File: src/logic/wsi_pkg.sv
package wsi_pkg;
  // =====================================================
  // Wiper and address constants
  // =====================================================
  localparam int WIPER_W = 7;
  localparam logic [6:0] WIPER_MID = 7'h40;
  localparam logic [6:0] SLV_ADDR_0 = 7'h2e;
  localparam logic [6:0] SLV_ADDR_1 = 7'h17;
  localparam logic [6:0] SLV_ADDR_2 = 7'h16;
  localparam logic [1:0] ADDR_SEL_DEF = 2'h0;
  // =====================================================
  // Serial framing
  // =====================================================
  localparam logic [3:0] BITS_PER_BYTE = 4'h8;
  localparam int RW_BIT = 0;
  localparam logic RW_READ = 1'b1;
  localparam int SYNC_STAGES = 3;
  // =====================================================
  // Slave states, one-hot
  // =====================================================
  typedef enum logic [7:0] {
    ST_IDLE = 8'h01,
    ST_ADDR = 8'h02,
    ST_ACKA = 8'h04,
    ST_WRX  = 8'h08,
    ST_ACKW = 8'h10,
    ST_RDX  = 8'h20,
    ST_ACKR = 8'h40,
    ST_IGN  = 8'h80
  } wsi_state_e;
endpackage

File: src/logic/wsi_line_if.sv
interface wsi_line_if;
  logic scl;
  logic sda;
  logic scl_rise;
  logic scl_fall;
  logic start;
  logic stop;
  modport src (output scl, output sda, output scl_rise, output scl_fall, output start,
    output stop);
  modport dst (input scl, input sda, input scl_rise, input scl_fall, input start,
    input stop);
endinterface

File: src/logic/wsi_line_sync.sv
module wsi_line_sync
(
  input wire logic mclk,
  input wire logic sys_rst,
  input wire logic scl_i,
  input wire logic sda_i,
  wsi_line_if.src ln
);
  import wsi_pkg::*;

  // =====================================================
  // Three-stage sampling; a change counts once stages two and three agree
  // =====================================================
  logic [SYNC_STAGES-1:0] scl_sh_r;
  logic [SYNC_STAGES-1:0] sda_sh_r;
  logic [SYNC_STAGES-1:0] scl_sh_nxt;
  logic [SYNC_STAGES-1:0] sda_sh_nxt;
  logic scl_r;
  logic sda_r;
  logic scl_nxt;
  logic sda_nxt;

  always_comb
  begin
    scl_sh_nxt = {scl_sh_r[SYNC_STAGES-2:0], scl_i};
    sda_sh_nxt = {sda_sh_r[SYNC_STAGES-2:0], sda_i};
    scl_nxt = (scl_sh_r[1] == scl_sh_r[2]) ? scl_sh_r[2] : scl_r;
    sda_nxt = (sda_sh_r[1] == sda_sh_r[2]) ? sda_sh_r[2] : sda_r;
  end

  // Idle bus level is high, so reset there to avoid a false start
  always_ff @(posedge mclk)
  begin
    if (sys_rst)
    begin
      scl_sh_r <= 3'h7;
      sda_sh_r <= 3'h7;
      scl_r <= 1'b1;
      sda_r <= 1'b1;
    end
    else
    begin
      scl_sh_r <= scl_sh_nxt;
      sda_sh_r <= sda_sh_nxt;
      scl_r <= scl_nxt;
      sda_r <= sda_nxt;
    end
  end

  // =====================================================
  // Edge and condition detection on the filtered levels
  // =====================================================
  assign ln.scl = scl_r;
  assign ln.sda = sda_r;
  assign ln.scl_rise = scl_nxt && !scl_r;
  assign ln.scl_fall = !scl_nxt && scl_r;
  assign ln.start = scl_r && scl_nxt && sda_r && !sda_nxt;
  assign ln.stop = scl_r && scl_nxt && !sda_r && sda_nxt;
endmodule

File: src/logic/wsi_top.sv
// Functional notes
// - First byte after start: seven address bits, then direction, 0 write, 1 read.
// - Data falling while clock high is a start condition.
// - On address match, hold data low through the ninth clock pulse.
// - On mismatch, stay idle with data released until the transfer ends.
// - In write direction, each following byte: eight data bits plus acknowledge.
// - Data changes only while clock low, stable while clock high.
// - In read direction, shift out eight bits then an acknowledge slot.
// - Data rising while clock high is a stop; return to idle.
// - After one write address, every further byte updates the wiper.
// - After one read address, every byte up to the master's not-acknowledge returns the wiper value.
// - Slave address is fixed at build time, one of three choices.
// - Wiper register is seven bits, one of 128 taps.
// - Reset presets the wiper to midscale without bus access.
module wsi_top
#(
  parameter logic [1:0] ADDR_SEL = wsi_pkg::ADDR_SEL_DEF
)
(
  input wire logic mclk,
  input wire logic sys_rst,
  input wire logic scl_i,
  input wire logic sda_i,
  output logic sda_o,
  output logic sda_oe,
  output logic [wsi_pkg::WIPER_W-1:0] wiper_setting_register
);
  import wsi_pkg::*;

  // =====================================================
  // Line conditioning
  // =====================================================
  wsi_line_if ln ();

  wsi_line_sync u_sync
  (
    .mclk(mclk),
    .sys_rst(sys_rst),
    .scl_i(scl_i),
    .sda_i(sda_i),
    .ln(ln)
  );

  // Address strap is a build-time choice; unused codes fall back to the first
  localparam logic [6:0] OWN_ADDR = (ADDR_SEL == 2'h1) ? SLV_ADDR_1 :
    (ADDR_SEL == 2'h2) ? SLV_ADDR_2 : SLV_ADDR_0;

  // =====================================================
  // Slave state
  // =====================================================
  wsi_state_e st_r;
  wsi_state_e st_nxt;
  logic [3:0] cnt_r;
  logic [3:0] cnt_nxt;
  logic [7:0] sh_r;
  logic [7:0] sh_nxt;
  logic rw_r;
  logic rw_nxt;
  logic nack_r;
  logic nack_nxt;
  logic oe_r;
  logic oe_nxt;
  logic [6:0] wiper_r;
  logic [6:0] wiper_nxt;
  logic byte_done;

  assign byte_done = ln.scl_fall && (cnt_r == BITS_PER_BYTE);

  always_comb
  begin
    st_nxt = st_r;
    cnt_nxt = cnt_r;
    sh_nxt = sh_r;
    rw_nxt = rw_r;
    nack_nxt = nack_r;
    oe_nxt = oe_r;
    wiper_nxt = wiper_r;
    if (ln.start)
    begin
      // A start in any state, including a repeated one, restarts addressing
      st_nxt = ST_ADDR;
      cnt_nxt = 4'h0;
      oe_nxt = 1'b0;
    end
    else if (ln.stop)
    begin
      st_nxt = ST_IDLE;
      cnt_nxt = 4'h0;
      oe_nxt = 1'b0;
    end
    else
    begin
      case (st_r)
        ST_IDLE:
        begin
          oe_nxt = 1'b0;
        end
        ST_ADDR, ST_WRX:
        begin
          // Sample on the rising clock where data is stable
          if (ln.scl_rise && cnt_r < BITS_PER_BYTE)
          begin
            sh_nxt = {sh_r[6:0], ln.sda};
            cnt_nxt = cnt_r + 4'h1;
          end
          if (byte_done && st_r == ST_ADDR)
          begin
            rw_nxt = sh_r[RW_BIT];
            if (sh_r[7:1] == OWN_ADDR)
            begin
              st_nxt = ST_ACKA;
              oe_nxt = 1'b1;
            end
            else
            begin
              st_nxt = ST_IGN;
            end
          end
          else if (byte_done)
          begin
            // Only a whole byte reaches the wiper
            wiper_nxt = sh_r[6:0];
            st_nxt = ST_ACKW;
            oe_nxt = 1'b1;
          end
        end
        ST_ACKA:
        begin
          if (ln.scl_fall)
          begin
            cnt_nxt = 4'h0;
            if (rw_r == RW_READ)
            begin
              st_nxt = ST_RDX;
              sh_nxt = {1'b0, wiper_r};
              oe_nxt = 1'b1;
            end
            else
            begin
              st_nxt = ST_WRX;
              oe_nxt = 1'b0;
            end
          end
        end
        ST_ACKW:
        begin
          if (ln.scl_fall)
          begin
            st_nxt = ST_WRX;
            cnt_nxt = 4'h0;
            oe_nxt = 1'b0;
          end
        end
        ST_RDX:
        begin
          if (ln.scl_rise)
          begin
            cnt_nxt = cnt_r + 4'h1;
          end
          if (byte_done)
          begin
            st_nxt = ST_ACKR;
            oe_nxt = 1'b0;
          end
          else if (ln.scl_fall)
          begin
            // Next bit only changes while the clock is low
            sh_nxt = {sh_r[6:0], 1'b0};
            oe_nxt = !sh_r[6];
          end
        end
        ST_ACKR:
        begin
          if (ln.scl_rise)
          begin
            nack_nxt = ln.sda;
          end
          if (ln.scl_fall)
          begin
            cnt_nxt = 4'h0;
            if (nack_r)
            begin
              st_nxt = ST_IGN;
              oe_nxt = 1'b0;
            end
            else
            begin
              st_nxt = ST_RDX;
              sh_nxt = {1'b0, wiper_r};
              oe_nxt = 1'b1;
            end
          end
        end
        ST_IGN:
        begin
          oe_nxt = 1'b0;
        end
        default:
        begin
          st_nxt = ST_IDLE;
          oe_nxt = 1'b0;
        end
      endcase
    end
  end

  always_ff @(posedge mclk)
  begin
    if (sys_rst)
    begin
      st_r <= ST_IDLE;
      cnt_r <= 4'h0;
      sh_r <= 8'h00;
      rw_r <= 1'b0;
      nack_r <= 1'b0;
      oe_r <= 1'b0;
      wiper_r <= WIPER_MID;
    end
    else
    begin
      st_r <= st_nxt;
      cnt_r <= cnt_nxt;
      sh_r <= sh_nxt;
      rw_r <= rw_nxt;
      nack_r <= nack_nxt;
      oe_r <= oe_nxt;
      wiper_r <= wiper_nxt;
    end
  end

  // Open-drain: the pad level is always low, only the enable moves
  always_ff @(posedge mclk)
  begin
    sda_o <= 1'b0;
  end

  assign sda_oe = oe_r;
  assign wiper_setting_register = wiper_r;

  // =====================================================
  // Checks
  // =====================================================
  AST_START_ADDR: assert property (@(posedge mclk) disable iff (sys_rst)
    ln.start |=> st_r == ST_ADDR && !oe_r)
    else $error("start did not enter addressing");
  AST_STOP_IDLE: assert property (@(posedge mclk) disable iff (sys_rst)
    ln.stop && !ln.start |=> st_r == ST_IDLE && !oe_r)
    else $error("stop did not return to idle");
  AST_ADDR_ACK: assert property (@(posedge mclk) disable iff (sys_rst)
    st_r == ST_ADDR && byte_done && !ln.start && !ln.stop && sh_r[7:1] == OWN_ADDR
    |=> st_r == ST_ACKA && oe_r)
    else $error("matching address not acknowledged");
  AST_ADDR_MISS: assert property (@(posedge mclk) disable iff (sys_rst)
    st_r == ST_ADDR && byte_done && !ln.start && !ln.stop && sh_r[7:1] != OWN_ADDR
    |=> st_r == ST_IGN)
    else $error("foreign address not ignored");
  AST_IGN_RELEASE: assert property (@(posedge mclk) disable iff (sys_rst)
    st_r == ST_IGN |-> !oe_r)
    else $error("data driven while not selected");
  AST_WR_LOAD: assert property (@(posedge mclk) disable iff (sys_rst)
    st_r == ST_WRX && byte_done && !ln.start && !ln.stop |=> wiper_r == $past(sh_r[6:0]))
    else $error("written byte not loaded");
  AST_WR_HOLD: assert property (@(posedge mclk) disable iff (sys_rst)
    !$stable(wiper_r) && !$past(sys_rst) |-> $past(st_r == ST_WRX && byte_done))
    else $error("wiper changed without a whole byte");
  AST_RD_FIRST: assert property (@(posedge mclk) disable iff (sys_rst)
    st_r == ST_ACKA && ln.scl_fall && rw_r && !ln.start && !ln.stop
    |=> st_r == ST_RDX && oe_r && sh_r == {1'b0, wiper_r})
    else $error("read byte not loaded with zero and wiper");
  AST_RD_REPEAT: assert property (@(posedge mclk) disable iff (sys_rst)
    st_r == ST_ACKR && ln.scl_fall && !nack_r && !ln.start && !ln.stop |=> st_r == ST_RDX)
    else $error("acknowledged read did not continue");
  AST_OE_TIMING: assert property (@(posedge mclk) disable iff (sys_rst)
    !$stable(oe_r) && !$past(sys_rst) |-> $past(ln.scl_fall || ln.start || ln.stop))
    else $error("data drive changed outside clock low");
  AST_DRV_CLK_LOW: assert property (@(posedge mclk) disable iff (sys_rst)
    !$stable(oe_r) && !$past(sys_rst) && !$past(ln.start || ln.stop) |-> !ln.scl)
    else $error("data drive changed while clock high");
  AST_RESET_MID: assert property (@(posedge mclk)
    sys_rst |=> wiper_r == WIPER_MID)
    else $error("wiper not at midscale after reset");
endmodule

File: config.mk
export PLATFORM = sky130hd
export DESIGN_NAME = wsi_top
export DESIGN_NICKNAME = d
export VERILOG_FILES = /design/src/logic/wsi_pkg.sv /design/src/logic/wsi_line_if.sv /design/src/logic/wsi_line_sync.sv /design/src/logic/wsi_top.sv
export SDC_FILE = /design/constraint.sdc
export NUM_CORES = 1
export LEC_CHECK = 0
export ABC_AREA = 1
export BUFFER_PORTS_ARGS = -buffer_cell sky130_fd_sc_hd__buf_2
export CAP_MARGIN = 15
export CORE_UTILIZATION = 51
export CTS_CLUSTER_SIZE = 10
export DETAILED_ROUTE_END_ITERATION = 10
export PLACE_DENSITY = 0.71
export SYNTH_ARGS = -nofsm -noshare
export SYNTH_HDL_FRONTEND = slang
export SYNTH_SLANG_ARGS = --single-unit
export TNS_END_PERCENT = 30
File: constraint.sdc
create_clock -name mclk -period 1.5 [get_ports mclk]
set_clock_uncertainty 0.05 [all_clocks]
set_input_delay 0.075 -clock mclk [delete_from_list [all_inputs] [get_ports mclk]]
set_output_delay 0.075 -clock mclk [all_outputs]
set_load 0.005 [all_outputs]
==> impl_summary.md <==
Worst setup path
The number of buffers and inverters on the critical path is 3. Data on the critical path is required at its endpoint by 1630 ps. The most numerous cell type found on the critical path is buf_4.

The critical path class is flop to flop. Grouping stages by cell kind, the critical path spends the most delay in simple AND/OR/NAND/NOR gates. The largest fanout on the critical path is 5. The endpoint type of the worst setup path is a flop. On the critical path, the stage with the largest delay is an instance of dfxtp_2. The data arrival time at the worst-slack endpoint is 1770 ps. Traced cell by cell, the critical path runs through inv_1 -> ha_4 -> nand3_4 -> nor2_4 -> nand2_2 -> buf_4 -> buf_4 -> o21ai_0 -> a21oi_1. STA classifies the critical path startpoint as a flop. The highest cell delay on the worst timing path is 330 ps.

CTS
The cell at the root of the clock tree is clkbuf_8. Clock-pin slew was measured on the worst setup and hold paths at 70 ps. The clock net in this run drives a total of 38 sinks. The maximum clock path buffer count is 2. TritonCTS built the clock tree.

The clock reaches the later pin of the worst-skew pair after 290 ps. Buffers inserted during clock tree synthesis total 5. CTS built an H-tree with a depth of 2.

Drt
The routed length per instance is between 10 and 15 um. In the routed layout, each cell is associated on average with a via count of 5.25. The final wirelength is 6090 um.

The total number of vias is approximately 2400. The detailed router finished its first iteration with about 200 violations. The detailed-route DRC error count is 0.

The first detailed-routing pass ran for 4 iterations. The detail route stage leaves a number of antenna-violating nets equal to 0.

Yosys
In the synthesized netlist the dominant register cell turns out to be dfxtp_1. The unique cell type count in the Yosys netlist is 32. In this run the cell area of the synthesized design comes to 0.00216 mm2. The number of cells produced by synthesis is 326.

The share of the Yosys chip area taken by registers is 35.1%. The number of nets produced by synthesis is 332. After synthesis the netlist holds a flip-flop and latch count of 38. The cell taking the most area after synthesis is dfxtp_1. The share of async-settable or async-resettable flops after synthesis is 0%. By area the synthesized netlist is led by dfxtp_1 (35%), nand2_1 (14%), nor2_1 (9.0%), inv_1 (6.8%), a21oi_1 (4.9%). In this run, synthesis inferred 0 flip-flops with an integrated enable. By count the netlist is led by nand2_1 (79), nor2_1 (52), inv_1 (39).

During synthesis, Yosys emitted a total of 0 warnings. After synthesis, the largest area contributor takes up between 30% and 40% of total cell area. In the post-synthesis netlist, the cell with the most instances is nand2_1. A synthesized cell averages 6.64 um2.

Run status
The checks that failed: negative setup slack. The flow ran to the end, but the final reports show violations.

Power and ir drop
The overall power is 2.82 mW. The worst supply voltage drop on vdd is slightly above 0.7 mV. The leakage power of the design is ~1.4 nW. In this run the power density over the cells is 917 mW/mm2.

Layout
The final-stage net count is slightly above 400. Counting the fill cells in the layout gives 308. The share of cells above drive strength 1 is between 30% and 40%. The utilization after layout is roughly three quarters. The antenna diode count is 0.

Excluding fillers, the count of instances in the completed layout stands at 450. From synthesis to final layout, the design area changed by 41.9%.

Placed design
The HPWL after detailed placement is 3790 um. During placement, the flow inserted port buffers numbering 11. Before CTS, the worst setup slack after placement is -179 ps.

The last weighted congestion value of the routability-driven placer is 0.887. In this run, placement finished with an instance count of 422.

Die
During I/O placement, the number of pins put on the boundary was 13. The overall die height is 67.2 um. The total area inside the core boundary comes to 0.00403 mm2. The initial core utilization is ~54%. The placement row count is 23. The floorplan die area is around 0.0045 mm2. The die is 67.2 um wide.

Timing
In the final timing run, aggregate negative setup slack is -2440 ps. The number of hold-slack violations in the final timing report was 0. Setup repair after global routing could not meet its margin everywhere. The final-report setup violation count is 28.

The final count of pins violating max slew was 0. For the finished layout, the period the worst path requires is around 1600 ps. For this run, the top clock speed supported by timing is 608 MHz. After layout, the worst setup slack is -146 ps. The worst path uses 110% of the clock period.

GRT
The number of global-route vias before repair was 2180. The aggregate global-route resource usage is 29.0%. The first global-routing pass estimated between 9000 and 10000 um of wire. Entering global routing, the biggest net connects 22 pins.

The total congestion overflow is 0. The initial antenna violation count was 0.

Min path
The worst hold-check path type is flop to flop.

Run
The max capacitance violation total is 0.
## flip-flops by register name, indices dropped and copies added, names as in the netlist, 3 cells and up
| register | cells |
|---|---|
| sh_r | 8 |
| st_r | 8 |
| wiper_setting_register | 7 |
| cnt_r | 4 |
| u_sync.scl_sh_r | 3 |
| u_sync.sda_sh_r | 3 |
## what timing repair did
| action | 4_1_cts | 5_1_grt |
|---|---|---|
| pin swaps | 12 | 17 |
| hold buffers | 3 | 0 |
| cloned | 1 | 0 |
| buffers inserted | 8 | 8 |
| resized for setup | 54 | 21 |
| endpoints found under the hold margin | 4 | 0 |
| endpoints found under the setup margin | 26 | 27 |
## final cells by class
class | count | area (um2) | area share (%)
Clock buffer | 6 | 72.6 | 2.36
Timing Repair Buffer | 69 | 522 | 17.0
Clock inverter | 2 | 37.5 | 1.22
Sequential cell | 38 | 783 | 25.5
Multi-Input combinational cell | 243 | 1420 | 46.2
Tap cell | 50 | 62.6 | 2.04
Inverter | 42 | 176 | 5.74
## per-stage QoR
stage               cell area (um2)  hold WS (ps)
floorplan                      2170          94.1
global placement               2560           209
detailed placement             2560           211
CTS                            2950           370
global route                   3070           386
finish                         3070           366
## final timing paths
| check | from | to | slack, ps | cells past startpoint |
|---|---|---|---|---|
| worst max register to register | cnt_r[0] | rw_r | -150 | 9 |
| worst max-delay path | cnt_r[0] | rw_r | -150 | 9 |
| worst min register to register | u_sync.scl_sh_r[0] | u_sync.scl_sh_r[1] | 370 | 1 |
| worst min-delay path | u_sync.scl_sh_r[0] | u_sync.scl_sh_r[1] | 370 | 1 |
## cells by family after synthesis
kind of cell	Yosys count	synth area share (%)
AO/OA/AOI/OAI	38	9.19
buffers and inverters	46	8.73
flip-flops	38	35.1
adder cells (fa/ha/maj)	2	1.16
other	1	0.173
XOR/XNOR	2	0.809
AND/OR/NAND/NOR	199	44.8
## routing by layer
metal / wire (um) / share of wire (%) / track usage (%)
met1: 2620 / 43 / 36.4
met2: 2910 / 48 / 48.0
met3: 323 / 5.3 / 6.08
met4: 230 / 3.8 / 11.7
met5: 0 / 0 / 0
## layout by cell type (no fill, tap or decap), drive strengths merged, types with 3 or more instances in the layout
cell,synthesis,final
a21oi,21,21
buf,2,66
clkbuf,2,6
dfxtp,38,38
dlygate4sd3,0,3
inv,40,39
nand2,90,91
nand3,22,22
nand3b,9,9
nand4,5,5
nor2,66,66
o21ai,14,14
or2,5,5
## power by group
group	internal [mW]	leakage (nW)	switching (mW)
Combinational	0.310	1.06	0.487
Clock	0.496	0.0514	0.366
Sequential	1.09	0.312	0.0726
Note: power is estimated with default switching activity, not from simulation.
